<file path="src/pkg/tcdac_pkg.sv">
// constants for the two-channel converter control block
`default_nettype none
package tcdac_pkg;
  // register byte offsets (all multiples of four: index times four)
  localparam logic [19:0] IDX_STANDBY_CONTROL = 20'hEE01A;
  localparam logic [19:0] IDX_CHAN0_VALUE     = 20'hFFF9C;
  localparam logic [19:0] IDX_CHAN1_VALUE     = 20'hFFF9D;
  localparam logic [19:0] IDX_CONTROL         = 20'hFFF9E;
  localparam int          ADDR_W              = 22;
  localparam logic [ADDR_W-1:0] ADDR_STANDBY_CONTROL = {IDX_STANDBY_CONTROL, 2'b00};
  localparam logic [ADDR_W-1:0] ADDR_CHAN0_VALUE     = {IDX_CHAN0_VALUE, 2'b00};
  localparam logic [ADDR_W-1:0] ADDR_CHAN1_VALUE     = {IDX_CHAN1_VALUE, 2'b00};
  localparam logic [ADDR_W-1:0] ADDR_CONTROL         = {IDX_CONTROL, 2'b00};
  // reset values
  localparam logic [7:0] RST_VALUE           = 8'h00;
  localparam logic [7:0] RST_CONTROL         = 8'h1F;
  localparam logic [7:0] RST_STANDBY_CONTROL = 8'hFE;
  // field positions
  localparam int BIT_CHAN1_OE    = 7;
  localparam int BIT_CHAN0_OE    = 6;
  localparam int BIT_JOINT       = 5;
  localparam int BIT_STANDBY_OE  = 0;
  // reserved bits read as one
  localparam logic [7:0] RSV_CONTROL         = 8'h1F;
  localparam logic [7:0] RSV_STANDBY_CONTROL = 8'hFE;
  localparam logic [31:0] UNMAPPED_READ      = 32'h0000_0000;
endpackage : tcdac_pkg
`default_nettype wire

</file>
<file path="src/hdl/tcdac_top.sv">
// two-channel 8-bit converter control registers and enables
//
// Local design decision: the Avalon-MM slave port.
`default_nettype none
module tcdac_top
  import tcdac_pkg::*;
(
  input  wire logic                        clk_i,
  input  wire logic                        nrst_i,
  input  wire logic [tcdac_pkg::ADDR_W-1:0] avs_address_i,
  input  wire logic                        avs_read_i,
  input  wire logic                        avs_write_i,
  input  wire logic [31:0]                 avs_writedata_i,
  input  wire logic [3:0]                  avs_byteenable_i,
  output logic      [31:0]                 avs_readdata_o,
  output logic                             avs_waitrequest_o,
  input  wire logic                        hw_standby_i,
  input  wire logic                        sw_standby_i,
  output logic      [7:0]                  conv0_data_o,
  output logic      [7:0]                  conv1_data_o,
  output logic                             conv0_enable_o,
  output logic                             conv1_enable_o,
  output logic                             conv0_load_o,
  output logic                             conv1_load_o,
  output logic                             analog_out_pin0_oe_n_o,
  output logic                             analog_out_pin1_oe_n_o
);
  import tcdac_pkg::*;

  logic [7:0] chan0_value_reg;
  logic [7:0] chan1_value_reg;
  logic [2:0] converter_control_reg;
  logic       standby_control_reg;
  logic       hws_meta;
  logic       hws_sync;
  logic       sws_meta;
  logic       sws_sync;
  logic       ack;
  logic       wr_hit;
  logic       rd_hit;
  logic       chan1_output_enable;
  logic       chan0_output_enable;
  logic       joint_conversion_enable;
  logic       standby_output_enable;
  logic       next_conv0_en;
  logic       next_conv1_en;
  logic       init_hw;
  logic       init_regs;
  logic       out_allowed;
  logic       wr_c0;
  logic       wr_c1;
  logic       wr_ctl;
  logic       wr_stb;
  logic [31:0] next_rdata;

  // standby inputs synchronised
  always_ff @(posedge clk_i or negedge nrst_i) begin
    if (!nrst_i) begin
      hws_meta <= 1'b0;
      hws_sync <= 1'b0;
      sws_meta <= 1'b0;
      sws_sync <= 1'b0;
    end else begin
      hws_meta <= hw_standby_i;
      hws_sync <= hws_meta;
      sws_meta <= sw_standby_i;
      sws_sync <= sws_meta;
    end
  end

  assign chan1_output_enable     = converter_control_reg[2];
  assign chan0_output_enable     = converter_control_reg[1];
  assign joint_conversion_enable = converter_control_reg[0];
  assign standby_output_enable   = standby_control_reg;

  // which reinitialisation applies
  assign init_hw   = hws_sync;
  assign init_regs = hws_sync | (sws_sync & ~standby_output_enable);
  assign out_allowed = ~hws_sync & (~sws_sync | standby_output_enable);

  // bus: one wait cycle, then acceptance; read data staged a cycle early
  assign wr_hit = avs_write_i & ~avs_waitrequest_o;
  assign rd_hit = avs_read_i & avs_waitrequest_o & ~ack;
  assign wr_c0  = wr_hit & avs_byteenable_i[0]
                  & (avs_address_i == ADDR_CHAN0_VALUE);
  assign wr_c1  = wr_hit & avs_byteenable_i[0]
                  & (avs_address_i == ADDR_CHAN1_VALUE);
  assign wr_ctl = wr_hit & avs_byteenable_i[0]
                  & (avs_address_i == ADDR_CONTROL);
  assign wr_stb = wr_hit & avs_byteenable_i[0]
                  & (avs_address_i == ADDR_STANDBY_CONTROL);

  always_ff @(posedge clk_i or negedge nrst_i) begin
    if (!nrst_i) begin
      ack <= 1'b0;
    end else begin
      ack <= ~avs_waitrequest_o;
    end
  end

  always_ff @(posedge clk_i or negedge nrst_i) begin
    if (!nrst_i) begin
      avs_waitrequest_o <= 1'b1;
    end else begin
      avs_waitrequest_o <= ~((avs_read_i | avs_write_i) & avs_waitrequest_o
                             & ~ack);
    end
  end

  // read data mux
  always_comb begin
    next_rdata = UNMAPPED_READ;
    unique case (avs_address_i)
      ADDR_CHAN0_VALUE:     next_rdata[7:0] = chan0_value_reg;
      ADDR_CHAN1_VALUE:     next_rdata[7:0] = chan1_value_reg;
      ADDR_CONTROL:         next_rdata[7:0] = {converter_control_reg,
                                               RSV_CONTROL[4:0]};
      ADDR_STANDBY_CONTROL: next_rdata[7:0] = {RSV_STANDBY_CONTROL[7:1],
                                               standby_control_reg};
      default:              next_rdata = UNMAPPED_READ;
    endcase
  end

  always_ff @(posedge clk_i or negedge nrst_i) begin
    if (!nrst_i) begin
      avs_readdata_o <= UNMAPPED_READ;
    end else if (rd_hit) begin
      avs_readdata_o <= next_rdata;
    end
  end

  // channel value registers
  always_ff @(posedge clk_i or negedge nrst_i) begin
    if (!nrst_i) begin
      chan0_value_reg <= RST_VALUE;
      chan1_value_reg <= RST_VALUE;
    end else if (init_regs) begin
      chan0_value_reg <= RST_VALUE;
      chan1_value_reg <= RST_VALUE;
    end else begin
      if (wr_c0) begin
        chan0_value_reg <= avs_writedata_i[7:0];
      end
      if (wr_c1) begin
        chan1_value_reg <= avs_writedata_i[7:0];
      end
    end
  end

  // control register, reserved bits not stored
  always_ff @(posedge clk_i or negedge nrst_i) begin
    if (!nrst_i) begin
      converter_control_reg <= RST_CONTROL[7:5];
    end else if (init_regs) begin
      converter_control_reg <= RST_CONTROL[7:5];
    end else if (wr_ctl) begin
      converter_control_reg <= avs_writedata_i[BIT_CHAN1_OE:BIT_JOINT];
    end
  end

  // standby control register
  always_ff @(posedge clk_i or negedge nrst_i) begin
    if (!nrst_i) begin
      standby_control_reg <= RST_STANDBY_CONTROL[BIT_STANDBY_OE];
    end else if (init_hw) begin
      standby_control_reg <= RST_STANDBY_CONTROL[BIT_STANDBY_OE];
    end else if (wr_stb) begin
      standby_control_reg <= avs_writedata_i[BIT_STANDBY_OE];
    end
  end

  // conversion enable decode
  always_comb begin
    next_conv0_en = 1'b1;
    next_conv1_en = 1'b1;
    if (!chan0_output_enable && !chan1_output_enable) begin
      next_conv0_en = 1'b0;
      next_conv1_en = 1'b0;
    end else if (!joint_conversion_enable) begin
      next_conv0_en = chan0_output_enable;
      next_conv1_en = chan1_output_enable;
    end
  end

  always_ff @(posedge clk_i or negedge nrst_i) begin
    if (!nrst_i) begin
      conv0_enable_o <= 1'b0;
      conv1_enable_o <= 1'b0;
    end else begin
      conv0_enable_o <= next_conv0_en & out_allowed;
      conv1_enable_o <= next_conv1_en & out_allowed;
    end
  end

  // data presented to converters, load pulse on new data while that channel's conversion is enabled
  always_ff @(posedge clk_i or negedge nrst_i) begin
    if (!nrst_i) begin
      conv0_data_o <= RST_VALUE;
      conv1_data_o <= RST_VALUE;
      conv0_load_o <= 1'b0;
      conv1_load_o <= 1'b0;
    end else begin
      conv0_data_o <= chan0_value_reg;
      conv1_data_o <= chan1_value_reg;
      conv0_load_o <= wr_c0 & ~init_regs & next_conv0_en;
      conv1_load_o <= wr_c1 & ~init_regs & next_conv1_en;
    end
  end

  // pin drive from own output enable, gated by out_allowed (standby)
  always_ff @(posedge clk_i or negedge nrst_i) begin
    if (!nrst_i) begin
      analog_out_pin0_oe_n_o <= 1'b1;
      analog_out_pin1_oe_n_o <= 1'b1;
    end else begin
      analog_out_pin0_oe_n_o <= ~(chan0_output_enable & out_allowed);
      analog_out_pin1_oe_n_o <= ~(chan1_output_enable & out_allowed);
    end
  end
endmodule : tcdac_top
`default_nettype wire

</file>
<file path="config.mk">
export PLATFORM = sky130hd
export DESIGN_NAME = tcdac_top
export DESIGN_NICKNAME = d
export VERILOG_FILES = /design/src/pkg/tcdac_pkg.sv /design/src/hdl/tcdac_top.sv
export SDC_FILE = /design/constraint.sdc
export NUM_CORES = 1
export LEC_CHECK = 0
export BUFFER_PORTS_ARGS = -buffer_cell sky130_fd_sc_hd__buf_2
export CORE_UTILIZATION = 40
export CTS_BUF_LIST = sky130_fd_sc_hd__clkbuf_4 sky130_fd_sc_hd__clkbuf_8
export CTS_CLUSTER_DIAMETER = 50
export CTS_CLUSTER_SIZE = 30
export DETAILED_ROUTE_END_ITERATION = 6
export PLACE_DENSITY = 0.71
export SLEW_MARGIN = 20
export SYNTH_ARGS = -nofsm -noshare
export SYNTH_HDL_FRONTEND = slang
export SYNTH_SLANG_ARGS = --single-unit
</file>
<file path="constraint.sdc">
create_clock -name clk_i -period 2.6 [get_ports clk_i]
set_input_delay 0.65 -clock clk_i [delete_from_list [all_inputs] [get_ports clk_i]]
set_output_delay 0.65 -clock clk_i [all_outputs]
set_load 0.005 [all_outputs]
</file>
; Word level (Yosys, flattened, before mapping)
; Index checks and enable logic that the tools add are counted.
[totals]
inputBits = 64
wordCells = 75
out_inout_bits = 55
ff_bits = 56
[op_classes]
bitwise = 32
mux = 13
eq_ne = 4
n_reduce_logical = 7
[op_table]
columns = op, count
row1 = 22-bit == test (second input constant), 4
row2 = 8-bit 2-to-1 mux, 4
row3 = 8-bit case mux with 4 select lines, 1
row4 = 1-bit AND, 20
row5 = 1-bit NOT, 9
row6 = 2-bit nonzero test, 4
row7 = 1-bit 2-to-1 mux, 6
row8 = 3-bit 2-to-1 mux, 2
row9 = 1-bit bitwise OR, 3
row10 = 1-bit zero test, 2
row11 = 1-bit logical AND, 1

; Longest topological paths before layout
; Gate-level depths: netlist (run 1).
[depth]
word_depth = 6
depth_mapped = 6
ltp_nobuf = 4

; Least setup slack after synthesis (run 1)
; No wires, ideal clock.
[synth_path]
kind = input-to-reg
startpoint = input port avs_address_i[1] in the netlist's numbering
endpoint = register chan0_value_reg[5]
cell_stages = 5
path_slack_ns = 0.543
setup_time_ns = 0.079
arrival_ns = 1.978
required_time_ns = 2.521
path_cell_list = or4_4 nor4_4 and4b_1 buf_6 mux2i_1
[synth_via]
elab_chain_len = 3
[synth_rtl]
columns = item, line
row1 = start: declaration, tcdac_top.sv:10  ; input wire logic [tcdac_pkg::ADDR_W-1:0] avs_address_i,
row2 = 22-bit == test, tcdac_top.sv:85  ; & (avs_address_i == ADDR_CHAN0_VALUE);
row3 = 1-bit AND, tcdac_top.sv:85
row4 = 2-bit nonzero test (no source line), n/a
row5 = end signal: assignment, tcdac_top.sv:142  ; chan0_value_reg <= avs_writedata_i[7:0];
row6 = end: declaration, tcdac_top.sv:30  ; logic [7:0] chan0_value_reg;
; No other way between the ends.
; A chain may end at the register's enable or synchronous reset.

; Final worst setup path (run 1)
[layout_path]
startpoint = input port avs_address_i[1] in the netlist's numbering
endpoint = register avs_readdata_o[4]
[layout_via]
elab_chain_len = 2
elab_cells_between_ends = 5
[layout_rtl]
columns = item, line
row1 = 22-bit == test, tcdac_top.sv:113  ; unique case (avs_address_i)
row2 = 8-bit case mux with 4 select lines (*), tcdac_top.sv:113
row3 = end signal: assignment, tcdac_top.sv:128  ; avs_readdata_o <= next_rdata;
row4 = end: declaration, tcdac_top.sv:15  ; output logic [31:0] avs_readdata_o,
; Every way passes the cells marked *; elsewhere a longest branch is shown, timed or not.

==> results of run 1 <==
[how the worst max path moves through the flow]
stage | end | start
3_5_place_dp | avs_readdata_o[4] | avs_address_i[1]
6_report | avs_readdata_o[4] | avs_address_i[1]
3_3_place_gp | avs_readdata_o[4] | avs_address_i[1]
4_1_cts | avs_readdata_o[4] | avs_address_i[1]
2_1_floorplan | chan0_value_reg[5] | avs_address_i[1]
5_1_grt | avs_readdata_o[6] | avs_address_i[1]
[layout by cell type, fill, tap and decap left out]
| cell type | n |
|---|---|
| buf_2 | 67 |
| dfrtp_1 | 53 |
| nand2_1 | 39 |
| conb_1 | 24 |
| mux2i_1 | 23 |
| nand4_1 | 8 |
| nand3_1 | 7 |
| buf_4 | 6 |
| a21oi_1 | 5 |
| clkbuf_8 | 5 |
| nor2_1 | 4 |
| nand4b_1 | 3 |
| or4_1 | 3 |
| o221ai_1 | 3 |
| mux2_2 | 3 |
| dfstp_2 | 3 |
| inv_1 | 2 |
| o21ai_0 | 2 |
| nand3b_1 | 2 |
| nor4_4 | 2 |
| nor3_1 | 2 |
| and2_1 | 2 |
| o211ai_1 | 2 |
| clkinvlp_4 | 2 |
| nor2b_1 | 1 |
| a21oi_2 | 1 |
| or4_4 | 1 |
| and3_1 | 1 |
| and4b_1 | 1 |
| a21boi_2 | 1 |
| nand3_2 | 1 |
| nor4_1 | 1 |
| nor4_2 | 1 |
| a31o_2 | 1 |
| a31oi_1 | 1 |
| a41oi_1 | 1 |
| inv_8 | 1 |
| buf_12 | 1 |
[stage by stage]
step | util [%] | cells | setup slack, ns
6_report | 49.22 | 361 | 0.6188
5_1_grt | 49.22 | 361 | 0.5088
4_1_cts | 49.22 | 361 | 0.6278
3_5_place_dp | 47.61 | 353 | 0.3044
3_3_place_gp | 47.61 | 353 | 0.3037
2_1_floorplan | - | 236 | 0.5427
[cells by family after synthesis]
family / after synthesis
simple gates: 79
mux: 26
flops: 56
other cells: 1
compound gates: 17
buf+inv: 34
[worst register-to-register path, cell delays in order, from the launching register on]
cell,delay (ns)
dfstp_2,0.58
nor2b_1,0.17
and2_1,0.33
nand3_1,0.22
o221ai_1,0.24
[where the power goes]
group          switching (uW)  total, uW  internal [uW]
sequential               14.5        909            894
clock                     292        488            196
combinational            99.9        154           53.7
total                     406       1550           1140
[area by class of cell]
| cell class | instances | area (um^2) |
|---|---|---|
| fillers | 559 | 3007 |
| flip-flops and latches | 56 | 1405 |
| multi-input cells | 146 | 912.1 |
| repair buffers | 74 | 400.4 |
| well taps | 75 | 93.84 |
| clock buffers | 5 | 68.82 |
| clock inverters | 3 | 26.28 |
| inverters | 2 | 7.507 |
[layer usage]
| layer | up-vias | global-route usage [%] | wire [um] |
|---|---|---|---|
| met5 | - | 0 | 0 |
| li1 | 845 | - | - |
| met3 | 4 | 2.500 | 298 |
| met1 | 848 | 21.57 | 2018 |
| met2 | 73 | 29.49 | 2502 |
| met4 | 0 | 5.357 | 49 |
==> flow_summary_export.csv, run 1 <==
group,metric,value,unit
outcome,outcome,"complete, no violations",
worst_setup_path,critPathArrivalTime,2.21,ns
placement,hpwl,3640,um
synth,syn_area,2452,um^2
grt,grt_max_degree,57,
worst_setup_path,r2r_end,"avs_readdata_o[6]",
grt,grt_pass1_vias,1760,
worst_setup_path,r2r_cells,4,
synth,ys_top_cells_by_area,"dfrtp_1 54%, mux2i_1 9.4%, buf_4 7.3%",
synth,synthCells,213,
synth,synth_compound_gate_area_share,4.745,%
route,wl_per_cell,13.49,um
timing,hold_viol,0,
die,die-width,80.30,um
placement,routabilityCongestion,0.7551,
worst_setup_path,slowest_delay,0.56,ns
grt,grt_first_pass_wirelength,8307,um
timing,whs,0.3138,ns
worst_setup_path,cp_cell_sequence,"buf_2 > or4_1 > nor4_2 > o211ai_1 > o211ai_1",
synth,ys_top_cells_by_count,"53 x dfrtp_1, 39 x nand2_1, 24 x buf_4",
route,dr.pass1.iters,6,
worst_setup_path,cp_num_buf_inv,1,
synth,synth_top_family_by_area,"simple AND/OR/NAND/NOR gates",
layout,design_area,2914,um^2
cts,ctsHoldBuffers,0,
pwr,irDropWorstVdd,240.0,uV
worst_setup_path,worst-r2r-setup-slack,0.98,ns
worst_setup_path,crit_path_frequent_cell,"o211ai_1",
worst_setup_path,crit_type,"input pin to flop",
synth,postSynth.asyncResetShare,100.0,%
worst_setup_path,slowest_stage,"or4_1",
timing,setup_viol,0,
timing,worst_slew_pin_slew,0.4932,ns
die,die_area,6448,um^2
worst_setup_path,critPathTopFamily,"simple AND/OR/NAND/NOR gates",
synth,synthAdderAreaFrac,0,%
timing,period_share,76.20,%
pwr,p_leak,0.001536,uW
synth,synth_edf_count,0,
layout,drive_above_1_share,33.57,%
worst_setup_path,crit_required,2.83,ns
layout,layout.nets,349,
cts,clk_path_buf_depth,2,
synth,ys_types,34,
route,wl,4869,um
worst_setup_path,crit_path_end_kind,"flop",
route,detail-route-antenna-nets,0,
synth,synth-xor-area-share,0,%
synth,synth-seq-cells,56,
synth,synthSimpleGateAreaFrac,17.86,%
timing,skew,0.008901,ns
cts,clock_sinks,56,
worst_setup_path,start_kind,"input pin",
placement,dpl_cell_area,2819,um^2
cts,cts_made_buffers,5,
cts,cts-resized-gates,0,
run,max-cap-violations,0,
synth,synth_seq_area_share,57.30,%
worst_setup_path,rr_startpoint,"avs_waitrequest_o",
cts,post-cts-setup-buffer-count,0,
pwr,power_density,532.2,nW/um^2
route,initialDrtViolationCount,111,
cts,cts-root-buf,"clkbuf_8",
timing,finalSetupTns,0,ns
die,die_h,80.30,um
cts,path_clk_slew,0.10,ns
synth,synthMuxAreaShare,10.77,%
timing,drv_slew,0,
die,initial_core_util,41.42,%
grt,gr-total-overflow,0,
die,coreArea,5921,um^2
layout,area_growth_syn_to_layout,18.83,%
synth,synthDominantCellAreaShare,54.08,%
cts,htree_levels,2,
timing,period_minus_slack,1.981,ns
layout,antennaDiodeCount,0,
route,vias_per_cell,4.903,
synth,syn_area_per_cell,11.51,um^2
synth,yosysTopAreaCell,"dfrtp_1",
route,vias,1770,
cts,clk_latency,0.31,ns
pwr,total_power,1551,uW
worst_setup_path,crit_path_max_fanout,4,
min_path,hold_path_class,"input pin to asynchronous set/reset pin",
synth,synth_ff_type,"dfrtp_1",
grt,gr-usage-all-layers,16.92,%
synth,synth_most_common_cell,"dfrtp_1",
die,rows,28,
grt,antenna_found_initial,0,
die,ios,119,
timing,slew_headroom,66.84,%
route,drc,0,
worst_setup_path,cp.depth,5,
timing,max_freq,504.7,MHz
cts,cts_tree,"done",
placement,io_buffers,67,
synth,yosys_warnings,0,
timing,rsz0062_at_grt,"no",
Power figures use the tool's default switching activity.
==> inputs of run 2 (changes only) <==
--- a/config.mk
+++ b/config.mk
@@ -11,7 +11,7 @@
 export CTS_CLUSTER_DIAMETER = 50
 export CTS_CLUSTER_SIZE = 30
 export DETAILED_ROUTE_END_ITERATION = 6
-export PLACE_DENSITY = 0.71
+export PLACE_DENSITY = 0.74
 export SLEW_MARGIN = 20
 export SYNTH_ARGS = -nofsm -noshare
 export SYNTH_HDL_FRONTEND = slang
==> constraint.sdc (replaced) <==
create_clock -name clk_i -period 1.6 [get_ports clk_i]
set_input_delay 0.4 -clock clk_i [delete_from_list [all_inputs] [get_ports clk_i]]
set_output_delay 0.4 -clock clk_i [all_outputs]
set_load 0.005 [all_outputs]
==> run 2 against run 1 <==
Against the previous run:
- the flow now finishes with violations (setup timing)
- non-clock buffer count is 15 higher
- power rose by 64%
- first-iteration DRC count shrank 14%
- die area unchanged
- design area rose by 4.8%
- global-route usage decreased by 0.069 points
- core utilization up 2.3 points
==> flow_summary_export.csv, run 2 (same netlist as run 1, synthesis figures left out) <==
group,metric,value,unit
pwr,p_leak,0.001615,uW
timing,drv_slew,0,
cts,cts-root-buf,"clkbuf_8",
worst_setup_path,crit_start,"avs_address_i[0]",
placement,io_buffers,67,
worst_setup_path,slowest_delay,0.55,ns
worst_setup_path,critPathTopFamily,"simple AND/OR/NAND/NOR gates",
route,wl,4946,um
cts,htree_levels,2,
outcome,violations,"setup timing",
worst_setup_path,start_kind,"input pin",
worst_setup_path,critPathArrivalTime,1.90,ns
cts,clock_sinks,56,
timing,period_minus_slack,1.673,ns
grt,grt_first_pass_wirelength,8238,um
die,coreArea,5921,um^2
die,initial_core_util,41.42,%
worst_setup_path,crit_path_max_fanout,5,
timing,max_freq,597.6,MHz
worst_setup_path,r2r_cells,4,
pwr,power_density,833.3,nW/um^2
worst_setup_path,crit_path_end_kind,"flop",
route,dr.pass1.iters,4,
route,drc,0,
die,die_h,80.30,um
worst_setup_path,worst-r2r-setup-slack,0.19,ns
worst_setup_path,r2r_end,"avs_readdata_o[4]",
timing,skew,0.01559,ns
worst_setup_path,rr_startpoint,"avs_waitrequest_o",
grt,antenna_found_initial,0,
route,detail-route-antenna-nets,0,
grt,grt_max_degree,30,
layout,final_util,51.56,%
die,ios,119,
timing,setup_slack,-0.07338,ns
worst_setup_path,crit_type,"input pin to flop",
worst_setup_path,crit_required,1.82,ns
layout,layout_common_cells,"66 x buf_2, 53 x dfrtp_1, 39 x nand2_1",
pwr,total_power,2544,uW
worst_setup_path,cp_num_buf_inv,2,
placement,hpwl,3689,um
layout,design_area,3053,um^2
grt,gr-usage-all-layers,16.85,%
cts,path_clk_slew,0.11,ns
pwr,irDropWorstVdd,455.6,uV
layout,final_common_cell,"buf_2",
worst_setup_path,cp_cell_sequence,"buf_2 > or4_4 > nor4_4 > and4b_1 > buf_6 > mux2i_1",
route,vias_per_cell,4.848,
placement,dpl_cell_area,2924,um^2
placement,dp_cells,366,
die,die-width,80.30,um
route,vias,1823,
timing,period_share,104.6,%
timing,hold_viol,0,
layout,area_growth_syn_to_layout,24.49,%
die,die_area,6448,um^2
cts,cts_made_buffers,5,
layout,drive_above_1_share,37.54,%
run,max-cap-violations,0,
worst_setup_path,slowest_stage,"or4_4",
cts,clk_latency,0.31,ns
layout,layout.nets,364,
cts,clk_path_buf_depth,2,
placement,routabilityCongestion,0.7887,
layout,final_cells,376,
layout,antennaDiodeCount,0,
grt,grt_pass1_vias,1774,
route,initialDrtViolationCount,95,
grt,gr-total-overflow,0,
outcome,outcome,"finished with violations",
timing,rsz0062_at_grt,"yes",
min_path,hold_path_class,"input pin to asynchronous set/reset pin",
die,rows,28,
route,wl_per_cell,13.15,um
cts,cts_tree,"done",
timing,setup_viol,11,
[run 2: changes by cell type in the layout (fill, tap and decap cells not counted), sizes merged]
cell	previous run	this run
buf	74	89
clkinv	0	1
clkinvlp	2	1
[run 2: worst reg2reg max path: stages (launching register included)]
cell and delay [ns]:
dfstp_2 0.57, nor2b_1 0.18, and2_2 0.27, o211ai_1 0.20
o211ai_1 0.13
[run 2: worst max path at each step]
stage	slack [ns]	cells after the start	endpoint
after floorplan	-0.21	5	chan0_value_reg[5]
after global placement	-0.42	5	converter_control_reg[1]
after detailed placement	-0.45	5	converter_control_reg[1]
after CTS	-0.08	6	chan0_value_reg[0]
after global routing	-0.09	6	chan0_value_reg[5]
final	-0.07	6	chan0_value_reg[0]
[run 2: layout make-up]
| class | instances | area, um^2 |
|---|---|---|
| clock inverter | 3 | 21.27 |
| inverter | 2 | 7.507 |
| sequential | 56 | 1405 |
| timing repair buffer | 89 | 523.0 |
| clock buffer | 5 | 68.82 |
| fill | 534 | 2868 |
| tap | 75 | 93.84 |
| multi-input combinational | 146 | 933.4 |
[run 2: stage by stage]
| stage | hold slack (ns) | TNS [ns] | worst slack [ns] |
|---|---|---|---|
| floorplan | 0.1044 | -3.287 | -0.2073 |
| global placement | 0.3354 | -9.369 | -0.4184 |
| detailed placement | 0.3347 | -9.628 | -0.4460 |
| CTS | 0.09068 | -0.3833 | -0.07781 |
| global route | 0.1150 | -1.016 | -0.09351 |
| finish | 0.08826 | -0.3870 | -0.07338 |
[run 2: report_power, final]
group          switching (uW)  internal (uW)
Sequential               20.4           1450
Combinational             179            126
Clock                     454            312
Total                     653           1890
[run 2: metal layers]
metal  up-vias  share of wire, %  GRT usage, %
met2        80                47         27.95
met4         0               1.2         5.357
met3         9               7.0         4.205
met1       863                45         21.59
li1        871                 -             -
met5         -                 0             0
[run 2: what timing repair did]
action | CTS | global route
setup endpoints to repair | 19 | 24
setup buffers | 1 | 1
pin swaps | 2 | 2
hold buffers | 0 | 0
gates resized for setup | 2 | 3
